--- config.mk ---
export PLATFORM = sky130hd
export DESIGN_NAME = chan_ctl
export DESIGN_NICKNAME = d
export VERILOG_FILES = /design/src/core/chan_ctl_pkg.sv /design/src/core/cmd_decode.sv /design/src/core/chan_ctl.sv
export SDC_FILE = /design/constraint.sdc
export NUM_CORES = 1
export LEC_CHECK = 0
export BUFFER_PORTS_ARGS = -buffer_cell sky130_fd_sc_hd__clkbuf_2
export CAP_MARGIN = 5
export CORE_MARGIN = 2
export CORE_UTILIZATION = 39
export DETAILED_ROUTE_END_ITERATION = 6
export GPL_ROUTABILITY_DRIVEN = 0
export PLACE_DENSITY = 0.7
export SKIP_CTS_REPAIR_TIMING = 1
export SYNTH_ARGS = -nofsm -noshare
export SYNTH_HDL_FRONTEND = slang
export SYNTH_SLANG_ARGS = --single-unit
--- constraint.sdc ---
create_clock -name pclk -period 4.9 [get_ports pclk]
set_input_delay 0.98 -clock pclk [delete_from_list [all_inputs] [get_ports pclk]]
set_output_delay 0.98 -clock pclk [all_outputs]
set_load 0.05 [all_outputs]
--- src/core/chan_ctl_pkg.sv ---
package chan_ctl_pkg;
  // Register byte addresses on APB
  localparam logic [7:0] status_addr = 8'h0b;
  localparam logic [7:0] command_addr = 8'h0c;
  localparam logic [7:0] irq_status_addr = 8'h10;
  localparam logic [7:0] irq_enable_addr = 8'h14;
  localparam logic [7:0] irq_clear_addr = 8'h18;
  localparam logic [7:0] status_reset = 8'h00;
  localparam logic [7:0] ier_reset = 8'h00;
  // Command byte formats
  localparam logic [7:0] fmt_reset_mask = 8'hfc;
  localparam logic [7:0] fmt_reset_val = 8'h80;
  localparam logic [7:0] fmt_ctl_mask = 8'hf0;
  localparam logic [7:0] fmt_ctl_val = 8'h10;
  localparam logic [7:0] fmt_send_mask = 8'hf8;
  localparam logic [7:0] fmt_send_val = 8'h20;
  // Command field positions
  localparam int tx_en_bit = 3;
  localparam int tx_dis_bit = 2;
  localparam int rx_en_bit = 1;
  localparam int rx_dis_bit = 0;
  localparam int reset_type_bit = 0;
  localparam int reset_ftf_bit = 1;
  localparam logic [2:0] send_xon = 3'h1;
  localparam logic [2:0] send_xoff = 3'h2;
  // Status bit positions
  localparam int st_rx_en = 7;
  localparam int st_rx_floff = 6;
  localparam int st_rx_flon = 5;
  localparam int st_tx_en = 3;
  localparam int st_tx_floff = 2;
  localparam int st_tx_flon = 1;
  // Interrupt event positions
  localparam int ev_tx_floff = 0;
  localparam int ev_tx_flon = 1;
  localparam int ev_bad_cmd = 2;
  localparam int ev_width = 3;
endpackage

--- src/core/cmd_decode.sv ---
`timescale 1ns/1ps
`default_nettype none
module cmd_decode
  import chan_ctl_pkg::*;
(
  input wire logic [7:0] cmd,
  input wire logic valid,
  output logic ctl,
  output logic chan_reset,
  output logic send_xon_cmd,
  output logic send_xoff_cmd,
  output logic unknown
);
  // Pure format classification of one command byte
  always_comb begin
    ctl = valid && ((cmd & fmt_ctl_mask) == fmt_ctl_val);
    chan_reset = valid && ((cmd & fmt_reset_mask) == fmt_reset_val) &&
      !cmd[reset_type_bit] && !cmd[reset_ftf_bit];
    send_xon_cmd = valid && ((cmd & fmt_send_mask) == fmt_send_val) && cmd[2:0] == send_xon;
    send_xoff_cmd = valid && ((cmd & fmt_send_mask) == fmt_send_val) && cmd[2:0] == send_xoff;
    unknown = valid && !ctl && ((cmd & fmt_reset_mask) != fmt_reset_val) &&
      ((cmd & fmt_send_mask) != fmt_send_val);
  end
endmodule // cmd_decode
`default_nettype wire

--- src/core/chan_ctl.sv ---
// Local design decision: the APB slave port.
`timescale 1ns/1ps
`default_nettype none
module chan_ctl
  import chan_ctl_pkg::*;
(
  input wire logic pclk,
  input wire logic presetn,
  input wire logic psel,
  input wire logic penable,
  input wire logic pwrite,
  input wire logic [7:0] paddr,
  input wire logic [31:0] pwdata,
  output logic [31:0] prdata,
  output logic pready,
  output logic pslverr,
  input wire logic rx_xoff_seen,
  input wire logic rx_xon_seen,
  input wire logic rx_data_seen,
  input wire logic tx_started,
  output logic receiver_enabled,
  output logic transmitter_enabled,
  output logic transmit_halted,
  output logic send_special_one,
  output logic send_special_two,
  output logic fifo_flush,
  output logic irq
);
  typedef struct packed {
    logic rx_en;
    logic rx_floff;
    logic rx_flon;
    logic tx_en;
    logic tx_floff;
    logic tx_flon;
    logic [ev_width-1:0] ev;
    logic [ev_width-1:0] ev_en;
    logic [31:0] rdata;
    logic ready;
    logic err;
    logic sc1;
    logic sc2;
    logic flush;
    logic irq;
  } state_t;

  state_t state_r;
  state_t state_nxt;

  logic acc;
  logic commit;
  logic wr_cmd;
  logic ctl;
  logic chan_reset;
  logic xon_cmd;
  logic xoff_cmd;
  logic unknown;
  logic [7:0] cmd;
  logic [7:0] status_byte;

  // Ready follows the first access cycle; read data is captured there
  assign acc = psel && penable && !state_r.ready;
  // Writes land only at the edge where the master samples ready high
  assign commit = psel && penable && state_r.ready;
  assign wr_cmd = commit && pwrite && paddr == command_addr;
  assign cmd = pwdata[7:0];

  cmd_decode u_dec (
    .cmd(cmd),
    .valid(wr_cmd),
    .ctl(ctl),
    .chan_reset(chan_reset),
    .send_xon_cmd(xon_cmd),
    .send_xoff_cmd(xoff_cmd),
    .unknown(unknown)
  );

  // Status byte assembly
  always_comb begin
    status_byte = 8'h00;
    status_byte[st_rx_en] = state_r.rx_en;
    status_byte[st_rx_floff] = state_r.rx_floff;
    status_byte[st_rx_flon] = state_r.rx_flon;
    status_byte[st_tx_en] = state_r.tx_en;
    status_byte[st_tx_floff] = state_r.tx_floff;
    status_byte[st_tx_flon] = state_r.tx_flon;
    status_byte[4] = 1'b0;
    status_byte[0] = 1'b0;
  end

  // Next-state logic: commands, line events, bus answer
  always_comb begin
    state_nxt = state_r;
    state_nxt.ready = acc;
    state_nxt.err = 1'b0;
    state_nxt.sc1 = 1'b0;
    state_nxt.sc2 = 1'b0;
    state_nxt.flush = 1'b0;
    if (ctl) begin
      if (cmd[tx_en_bit] && !cmd[tx_dis_bit]) begin
        state_nxt.tx_en = 1'b1;
      end else if (cmd[tx_dis_bit] && !cmd[tx_en_bit]) begin
        state_nxt.tx_en = 1'b0;
      end
      if (cmd[rx_en_bit] && !cmd[rx_dis_bit]) begin
        state_nxt.rx_en = 1'b1;
      end else if (cmd[rx_dis_bit] && !cmd[rx_en_bit]) begin
        state_nxt.rx_en = 1'b0;
      end
      // host override of remote flow control
      state_nxt.tx_floff = 1'b0;
      state_nxt.tx_flon = 1'b0;
      state_nxt.rx_floff = 1'b0;
      if (cmd[rx_en_bit] || cmd[rx_dis_bit]) begin
        state_nxt.rx_flon = 1'b0;
      end
      // no configuration register is touched here
    end
    if (xon_cmd) begin
      state_nxt.sc1 = 1'b1;
      state_nxt.rx_floff = 1'b0;
      state_nxt.rx_flon = 1'b1;
    end
    if (xoff_cmd) begin
      state_nxt.sc2 = 1'b1;
      state_nxt.rx_floff = 1'b1;
    end
    if (rx_data_seen) begin
      state_nxt.rx_flon = 1'b0;
    end
    if (tx_started) begin
      state_nxt.tx_flon = 1'b0;
    end
    if (rx_xoff_seen && !ctl) begin
      state_nxt.tx_floff = 1'b1;
    end
    if (rx_xon_seen && !ctl) begin
      state_nxt.tx_floff = 1'b0;
      state_nxt.tx_flon = 1'b1;
    end
    if (chan_reset) begin
      state_nxt.rx_en = 1'b0;
      state_nxt.tx_en = 1'b0;
      state_nxt.rx_floff = 1'b0;
      state_nxt.rx_flon = 1'b0;
      state_nxt.tx_floff = 1'b0;
      state_nxt.tx_flon = 1'b0;
      state_nxt.flush = 1'b1;
    end
    // Interrupt: clear first so a same-cycle event wins
    if (commit && pwrite && paddr == irq_clear_addr) begin
      state_nxt.ev = state_r.ev & ~pwdata[ev_width-1:0];
    end
    if (commit && pwrite && paddr == irq_enable_addr) begin
      state_nxt.ev_en = pwdata[ev_width-1:0];
    end
    if (rx_xoff_seen) begin
      state_nxt.ev[ev_tx_floff] = 1'b1;
    end
    if (rx_xon_seen) begin
      state_nxt.ev[ev_tx_flon] = 1'b1;
    end
    if (unknown) begin
      state_nxt.ev[ev_bad_cmd] = 1'b1;
    end
    state_nxt.irq = |(state_nxt.ev & state_nxt.ev_en);
    // Read data mux; unmapped addresses answer with an error
    state_nxt.rdata = 32'h0000_0000;
    if (acc) begin
      case (paddr)
        status_addr: state_nxt.rdata = {24'h000000, status_byte};
        irq_status_addr: state_nxt.rdata = {29'h0, state_r.ev};
        irq_enable_addr: state_nxt.rdata = {29'h0, state_r.ev_en};
        command_addr: state_nxt.rdata = 32'h0000_0000;
        irq_clear_addr: state_nxt.rdata = 32'h0000_0000;
        default: state_nxt.err = 1'b1;
      endcase
      // Status is read-only, writing it is refused
      if (pwrite && paddr == status_addr) begin
        state_nxt.err = 1'b1;
      end
    end
  end

  // State register
  always_ff @(posedge pclk or negedge presetn) begin
    if (!presetn) begin
      state_r <= '0;
    end else begin
      state_r <= state_nxt;
    end
  end

  // Outputs straight from flip-flops
  assign prdata = state_r.rdata;
  assign pready = state_r.ready;
  assign pslverr = state_r.err;
  assign receiver_enabled = state_r.rx_en;
  assign transmitter_enabled = state_r.tx_en;
  assign transmit_halted = state_r.tx_floff;
  assign send_special_one = state_r.sc1;
  assign send_special_two = state_r.sc2;
  assign fifo_flush = state_r.flush;
  assign irq = state_r.irq;
endmodule // chan_ctl
`default_nettype wire

Yosys cells after proc, flatten, opt, wreduce, memory -nomap -nowiden
Cells that the tools add are included.
{"block": "classes", "eq_ne": 12, "mux": 26, "bitwise": 3, "reduce_logical": 44}
{"cell": "$eq A8 B5 Y1 const B", "count": 3}
{"cell": "$logic_and A1 B1 Y1", "count": 24}
{"cell": "$pmux W8 S3", "count": 1}
{"cell": "$reduce_bool A4 Y1", "count": 5}
{"cell": "$mux W1", "count": 18}
{"cell": "$eq A8 B4 Y1 const B", "count": 2}
{"cell": "$mux W6", "count": 2}
{"cell": "$mux W8", "count": 1}
{"cell": "$and A3 B3 Y3", "count": 2}
{"cell": "$eq A6 B6 Y1 const B", "count": 1}
{"cell": "$logic_not A1 Y1", "count": 6}
{"cell": "$mux W3", "count": 2}
{"cell": "$ne A6 B6 Y1 const B", "count": 1}
{"cell": "$reduce_and A2 Y1", "count": 3}
{"cell": "$reduce_bool A3 Y1", "count": 2}
{"cell": "$eq A5 B3 Y1 const B", "count": 1}
{"cell": "$ne A5 B3 Y1 const B", "count": 1}
{"cell": "$reduce_or A5 Y1", "count": 1}
{"cell": "$eq A4 B1 Y1 const B", "count": 1}
{"cell": "$mux W2", "count": 2}
{"cell": "$eq A3 B1 Y1 const B", "count": 1}
{"cell": "$eq A3 B2 Y1 const B", "count": 1}
{"cell": "$not A3 Y3", "count": 1}
{"cell": "$reduce_or A3 Y1", "count": 1}
{"cell": "other kinds (2)", "count": 2}
{"block": "totals", "out_inout_bits": 41, "ff_bits": 50, "wordCells": 100}

Longest topological paths before layout
Gate-level depths: netlist (run 1).
{"block": "depth", "word_depth": 12, "ltp_mapped": 6, "mapped_depth_nobuf": 5}

By module
From an unflattened synthesis (run 1), not the netlist that was laid out.
{"block": "unflattened", "cells_unflattened": 141, "hier_area_um2": 1408.9}
{"module": "chan_ctl", "cells_per_inst": 126, "area_per_inst_um2": 1315.0, "instances": 1, "seq_area_each_um2": 625.6}
{"module": "cmd_decode", "cells_per_inst": 15, "area_per_inst_um2": 93.8, "instances": 1, "seq_area_each_um2": 0.0}

Worst setup path after synthesis (run 1)
No wires, ideal clock.
{"block": "synth_timing", "kind": "input to register", "from": "input port pwdata[6]", "to": "register state_r (netlist bit transmit_halted)", "setup_time_ps": 121, "t_arrival_ps": 2376, "slack_ps": 2402, "cell_stages": 5, "cell_sequence": "or4b_1 -> or3_4 -> or3_4 -> a21oi_2 -> nor3_1"}
{"block": "synth_between", "elab_chain_cells": 7, "word_cells_on_any_way": 13, "classes_between": "2 x eq/ne; 3 x mux; 8 x reduce/logical"}
{"item": "start: declaration", "line_no": "chan_ctl.sv:13", "rtl": "input wire logic [31:0] pwdata,"}
{"item": "$eq A4 B1 Y1", "line_no": "cmd_decode.sv:16", "rtl": "ctl = valid && ((cmd & fmt_ctl_mask) == fmt_ctl_val);"}
{"item": "$logic_and A1 B1 Y1", "line_no": "cmd_decode.sv:16"}
{"item": "$logic_not A1 Y1", "line_no": "chan_ctl.sv:134, chan_ctl.sv:137"}
{"item": "$logic_and A1 B1 Y1", "line_no": "chan_ctl.sv:134", "rtl": "if (rx_xoff_seen && !ctl) begin"}
{"item": "$mux W1", "line_no": "chan_ctl.sv:134"}
{"item": "$mux W2", "line_no": "chan_ctl.sv:137", "rtl": "if (rx_xon_seen && !ctl) begin"}
{"item": "$mux W6", "line_no": "chan_ctl.sv:141", "rtl": "if (chan_reset) begin"}
{"item": "end signal: assignment", "line_no": "chan_ctl.sv:190", "rtl": "state_r <= state_nxt;"}
{"item": "end: declaration", "line_no": "chan_ctl.sv:47", "rtl": "state_t state_r;"}
Parallel ways exist; a longest one is shown, timed or not.
A chain may end at the register's enable or synchronous reset.

==> reports/metrics.csv, run 1 <==
stage,metric,value,unit
outcome,status,"complete, no violations",
global_routing,antenna_found_initial,0,
yosys,yosysSeqAreaShare,43.48,%
setup_path,rr_worst_depth,5,
routing,firstDrtPassIters,4,
layout,antenna_cells,0,
placement,place_ws,2.147,ns
global_routing,grt_pass1_vias,952,
setup_path,cp_slowest_cell,nor4b_1,
yosys,ys_ff_latch,25,
yosys,synth_top_cell_area_share,43.48,%
routing,vias_per_cell,4.559,
setup_path,cp.arrival,2.61,ns
floorplanning,num_rows,22,
floorplanning,die_h,64.74,um
floorplanning,coreArea,3606,um^2
yosys,syn_avg_cell_area,9.855,um^2
run,drv_cap,0,
layout,fillers,384,
timing,hold_viol,0,
min_path,hold_depth,1,
floorplanning,io-pin-count,90,
power,ir_drop,0.0001484,V
setup_path,cp_max_fo,4,
yosys,syn_inst,146,
placement,place_inst,223,
cts,clockRootBuffer,clkbuf_8,
timing,setup_viol,0,
layout,finalNetCount,229,
yosys,synth_edf_count,0,
yosys,yosys.area.top_type,dfrtp_1,
floorplanning,die_w,64.74,um
timing,max_freq,0.4074,GHz
yosys,synthTopCellsByCount,"33 x buf_4, 25 x dfrtp_1, 10 x nand2_1, 10 x nor2_1, 7 x o21ai_0",
cts,clk_latency,0.27,ns
cts,ctsHtreeMaxLevel,1,
timing,finalClockSkew,0.003832,ns
routing,vias,1035,
setup_path,cp_cell_sequence,clkbuf_2 > nor4b_1 > and4_1 > mux2_2 > and2_1 > a221o_1,
layout,area_delta_synth_final,9.478,%
routing,first_iter_violations,32,
power,leakage,0.0007794,uW
cts,cts_buffer_depth,2,
cts,cts_tree,done,
setup_path,crit_required,5.05,ns
yosys,synth_warnings,0,
layout,drive_gt1_share,30.73,%
yosys,synth_most_common_cell,buf_4,
routing,drc,0,
floorplanning,initial_utilization,39.90,%
power,finalPower,413.4,uW
power,power_density,262.5,nW/um^2
setup_path,critPathKind,in -> reg,
yosys,netlist_area,1439,um^2
yosys,async_reset_ff_share,100.0,%
timing,maxSlewHeadroom,60.05,%
timing,rsz0062_at_grt,false,
routing,wl,2.605,mm
global_routing,grt.overflow.total,0,
setup_path,critPathLaunchType,input port,
cts,clkTransAtPathRegs,0.09,ns
yosys,ys_types,40,
cts,numCtsBuffers,3,
timing,setup_ws,2.445,ns
layout,multi_input_comb_area,629.4,um^2
timing,fin_crit,2.455,ns
setup_path,cp-end-kind,register,
global_routing,grt_pass1_wl,4.250,mm
global_routing,grt_use_total,13.32,%
placement,dp_hpwl,2.083,mm
cts,cts.sinks,25,
yosys,ys_top_cells_by_area,"dfrtp_1 43%, buf_4 17%, nand2_1 2.6%",
timing,worst_pin_slew,0.5993,ns
layout,seqCellArea,625.6,um^2
routing,drtAntennaViolNets,0,
floorplanning,die_area,4191,um^2
timing,finalCritPeriodShare,50.10,%
min_path,min_path_type,reg -> reg,
layout,fin_cells,227,
yosys,synthFlopType,dfrtp_1,
global_routing,grt_max_degree,26,
routing,wire_per_inst,11.48,um
timing,tns,0,ns
placement,io_buffers,40,
timing,slew_viol_final,0,
setup_path,slowest_delay,0.42,ns
stage by stage:
step	util, %	hold WS [ns]	instance area [um^2]
floorplan	-	0.4464	1529
global placement	42.33	0.4650	1526
detailed placement	42.33	0.4862	1526
CTS	43.68	0.5064	1575
global route	43.68	0.5269	1575
finish	43.68	0.4938	1575
layer usage:
metal / wire length (um) / track usage (%) / part of all wire (%)
met1: 1168 / 17.41 / 45
met2: 1250 / 20.75 / 48
met3: 170 / 4.340 / 6.5
met4: 15 / 4.521 / 0.58
met5: 0 / 0 / 0
worst paths after layout:
check	startpoint	endpoint	slack [ns]
max	paddr[0]	irq	2.45
min	state_r[47]	prdata[5]	0.49
max reg2reg	pready	irq	3.02
min reg2reg	state_r[47]	prdata[5]	0.49
max in group asynchronous	presetn	state_r[43]	3.81
min in group asynchronous	presetn	pslverr	0.70
cells in the final DEF, fill, tap and decap left out, types with 2 or more instances in the layout:
master and count:
nand2_1 10, clkbuf_2 40, clkbuf_8 3, nor4b_1 3
dfrtp_1 25, conb_1 25, o21ai_0 7, and2_1 5
nor3b_1 2, nor2_1 10, inv_1 3, mux2i_1 3
nor3_1 6, and4_1 3, or3_4 2, mux2_2 3
a21oi_1 5, nand3_1 2
layout make-up:
type | instances | area share (%)
repair buffers | 40 | 12.71
clock buffers | 3 | 2.621
flip-flops and latches | 25 | 39.71
inverters | 3 | 0.7149
well taps | 48 | 3.813
clock inverters | 1 | 0.4766
multi-input cells | 107 | 39.95
worst max-delay path, delay by kind of cell:
kind                   cells  cell delay, ns
muxes                      1            0.36
AOI/OAI and AO/OA          1            0.26
buffers and inverters      1            0.11
and+or+nand+nor            3            0.90
state kept, by name (all words and copies together) (netlist names):
| register | cells |
|---|---|
| pready | 1 |
| send_special_two | 1 |
| transmitter_enabled | 1 |
| irq | 1 |
| pslverr | 1 |
| transmit_halted | 1 |
| fifo_flush | 1 |
| prdata | 7 |
| receiver_enabled | 1 |
| state_r | 9 |
| send_special_one | 1 |
where the power goes:
part / switching [uW] / internal [uW]
logic: 67.0 / 14.0
registers: 1.63 / 208
clock network: 64.9 / 57.6
total: 134 / 280
cell families (layout without fill, tap and decap cells):
logic type / count (synthesis) / count (layout) / share of synthesized area (%)
buf+inv: 38 / 47 / 19.04
simple gates: 54 / 54 / 23.05
xor+xnor: 1 / 1 / 0.6088
compound gates: 21 / 21 / 9.131
flops: 25 / 25 / 43.48
mux: 6 / 6 / 4.435
other cells: 1 / 25 / 0.2606
Note: power is estimated with default switching activity, not from simulation.
==> inputs of run 2 (changes only) <==
--- a/config.mk
+++ b/config.mk
@@ -8,10 +8,10 @@
 export BUFFER_PORTS_ARGS = -buffer_cell sky130_fd_sc_hd__clkbuf_2
 export CAP_MARGIN = 5
 export CORE_MARGIN = 2
-export CORE_UTILIZATION = 39
+export CORE_UTILIZATION = 38
 export DETAILED_ROUTE_END_ITERATION = 6
 export GPL_ROUTABILITY_DRIVEN = 0
-export PLACE_DENSITY = 0.7
+export PLACE_DENSITY = 0.71
 export SKIP_CTS_REPAIR_TIMING = 1
 export SYNTH_ARGS = -nofsm -noshare
 export SYNTH_HDL_FRONTEND = slang
==> constraint.sdc (replaced) <==
create_clock -name pclk -period 2.09 [get_ports pclk]
set_input_delay 0.418 -clock pclk [delete_from_list [all_inputs] [get_ports pclk]]
set_output_delay 0.418 -clock pclk [all_outputs]
set_load 0.05 [all_outputs]
==> run 2 against run 1 <==
Non-clock buffer count up 12. Sequential share of layout area is 2.1 points lower. Largest cell class unchanged. Global-route usage is 0.068 points higher.
==> reports/metrics.csv, run 2 (same netlist as run 1, synthesis figures left out) <==
stage,metric,value,unit,change
power,p_comb_share,20.7,%,+1.1 points
cts,clockRootBuffer,clkbuf_8,,
routing,drtAntennaViolNets,0,,unchanged
timing,worst_pin_slew,0.6097,ns,+0.01042 ns
layout,area_delta_synth_final,15.56,%,
routing,vias_per_cell,4.649,,+2.0%
power,power_density,583.7,nW/um^2,+120%
cts,cts_buffer_depth,2,,unchanged
timing,max_freq,0.5295,GHz,
floorplanning,die_w,65.54,um,+1.2%
global_routing,grt.overflow.total,0,,unchanged
routing,vias,1111,,+7.3%
floorplanning,initial_utilization,39.30,%,-0.60 points
setup_path,critPathLaunchType,register,,
setup_path,crit_start,pready,,
layout,final_cell_mix,"40 x clkbuf_2, 25 x conb_1, 25 x dfrtp_1",,
cts,cts.sinks,25,,unchanged
cts,clkTransAtPathRegs,0.08,ns,about the same
floorplanning,die_area,4295,um^2,+2.5%
power,finalPower,970.6,uW,+130%
power,swShare,31.64,%,-0.65 points
setup_path,cp_max_fo,5,,+1
layout,top_register,state_r,,
floorplanning,io-pin-count,90,,unchanged
layout,finalNetCount,241,,+5.2%
timing,finalCritPeriodShare,90.36,%,
timing,maxSlewHeadroom,59.35,%,-0.69 points
setup_path,rr_worst_depth,5,,unchanged
placement,place_ws,-0.04215,ns,-2.189 ns
routing,wire_per_inst,11.32,um,-1.4%
setup_path,r2r_start,pready,,
power,power_switching,307.1,uW,+130%
run,drv_cap,0,,unchanged
global_routing,antenna_found_initial,0,,unchanged
global_routing,grt_pass1_vias,973,,+2.2%
setup_path,r2r-end,irq,,
layout,largest_reg_flops,9,,unchanged
timing,finalClockSkew,0.001711,ns,-0.002121 ns
cts,cts_tree,done,,
setup_path,cp-end-kind,register,,
layout,fin_cells,239,,+5.3%
floorplanning,num_rows,22,,unchanged
placement,place_inst,235,,+5.4%
timing,setup_ws,0.2015,ns,-2.244 ns
cts,clk_latency,0.26,ns,about the same
layout,drive_gt1_share,35.08,%,+4.4 points
power,p_int,663.4,uW,+140%
setup_path,crit_required,2.24,ns,-2.81 ns
setup_path,crit_end,irq,,
power,power_frac_clock,28.6,%,-1.0 points
routing,firstDrtPassIters,4,,unchanged
global_routing,grt_pass1_wl,4.360,mm,+2.6%
placement,io_buffers,40,,unchanged
timing,setup_viol,0,,unchanged
floorplanning,die_h,65.54,um,+1.2%
setup_path,cp.arrival,2.04,ns,-0.57 ns
routing,drc,0,,unchanged
setup_path,r2r_slack,0.20,ns,-2.82 ns
power,ir_drop,0.0002378,V,+60%
outcome,status,"complete, no violations",,
power,leakage,0.0008419,uW,+8.0%
layout,final_common_cell,clkbuf_2,,
timing,fin_crit,1.888,ns,
timing,rsz0062_at_grt,false,,
layout,fillers,364,,-5.2%
layout,antenna_cells,0,,unchanged
timing,slew_viol_final,0,,unchanged
cts,numCtsBuffers,3,,unchanged
routing,first_iter_violations,37,,+16%
power,seqPwrFrac,50.7,%,about the same
global_routing,grt_use_total,13.39,%,+0.068 points
placement,dp_hpwl,2.164,mm,+3.9%
routing,wl,2.705,mm,+3.8%
floorplanning,coreArea,3661,um^2,+1.5%
timing,hold_viol,0,,unchanged
cts,ctsHtreeMaxLevel,1,,unchanged
timing,tns,0,ns,unchanged
setup_path,critPathKind,reg -> reg,,
global_routing,grt_max_degree,26,,unchanged
timing,hold_slack,0.1454,ns,-0.3484 ns
min_path,min_path_type,in -> async,,
[run 2: changes by cell type in the layout (fill, tap and decap cells not counted)]
cell	change
clkinvlp_4	-1
clkinv_2	+1
buf_4	+12
[run 2: worst min-delay path by stage]
stage | start | endpoint | slack (ns) | depth (start not counted)
2_1_floorplan | presetn | fifo_flush | 0.12 | 0
3_3_place_gp | presetn | state_r[41] | 0.45 | 1
3_5_place_dp | presetn | state_r[41] | 0.46 | 1
4_1_cts | presetn | state_r[41] | 0.17 | 1
5_1_grt | presetn | state_r[43] | 0.20 | 1
6_report | presetn | state_r[41] | 0.15 | 1
[run 2: layout make-up]
cell class / count / area, um^2 / area share [%]
Sequential cell: 25 / 625.6 / 37.62
Multi-Input combinational cell: 107 / 629.4 / 37.85
Tap cell: 48 / 60.06 / 3.612
Timing Repair Buffer: 52 / 290.3 / 17.46
Clock inverter: 1 / 5.005 / 0.3010
Inverter: 3 / 11.26 / 0.6772
Clock buffer: 3 / 41.29 / 2.483
[run 2: per-layer routing]
metal / GRT usage [%] / routed length (um) / vias to the layer above / share of wire [%]
met2: 21.56 / 1262 / 46 / 47
met1: 17.97 / 1228 / 517 / 45
met5: 0 / 0 / - / 0
li1: - / - / 543 / -
met3: 2.055 / 174 / 5 / 6.4
met4: 5.469 / 40 / 0 / 1.5
[run 2: worst max-delay path, stage by stage, from the launching register on]
cell,delay [ns]
dfrtp_1,0.41
and4_2,0.30
and4_1,0.29
mux2_2,0.36
and2_1,0.16
a221o_1,0.26
[run 2: power groups by stage]
stage | clock network (uW) | registers (uW) | logic, uW
after floorplan | 0 | 514 | 167
after global placement | 0 | 501 | 200
after detailed placement | 0 | 502 | 201
after CTS | 283 | 492 | 202
after global routing | 314 | 493 | 216
final | 277 | 492 | 201
[run 2: per-stage QoR]
stage | cell area (um^2) | utilization (%)
floorplan | 1529 | -
global placement | 1617 | 44.16
detailed placement | 1617 | 44.16
CTS | 1663 | 45.42
global route | 1663 | 45.42
finish | 1663 | 45.42
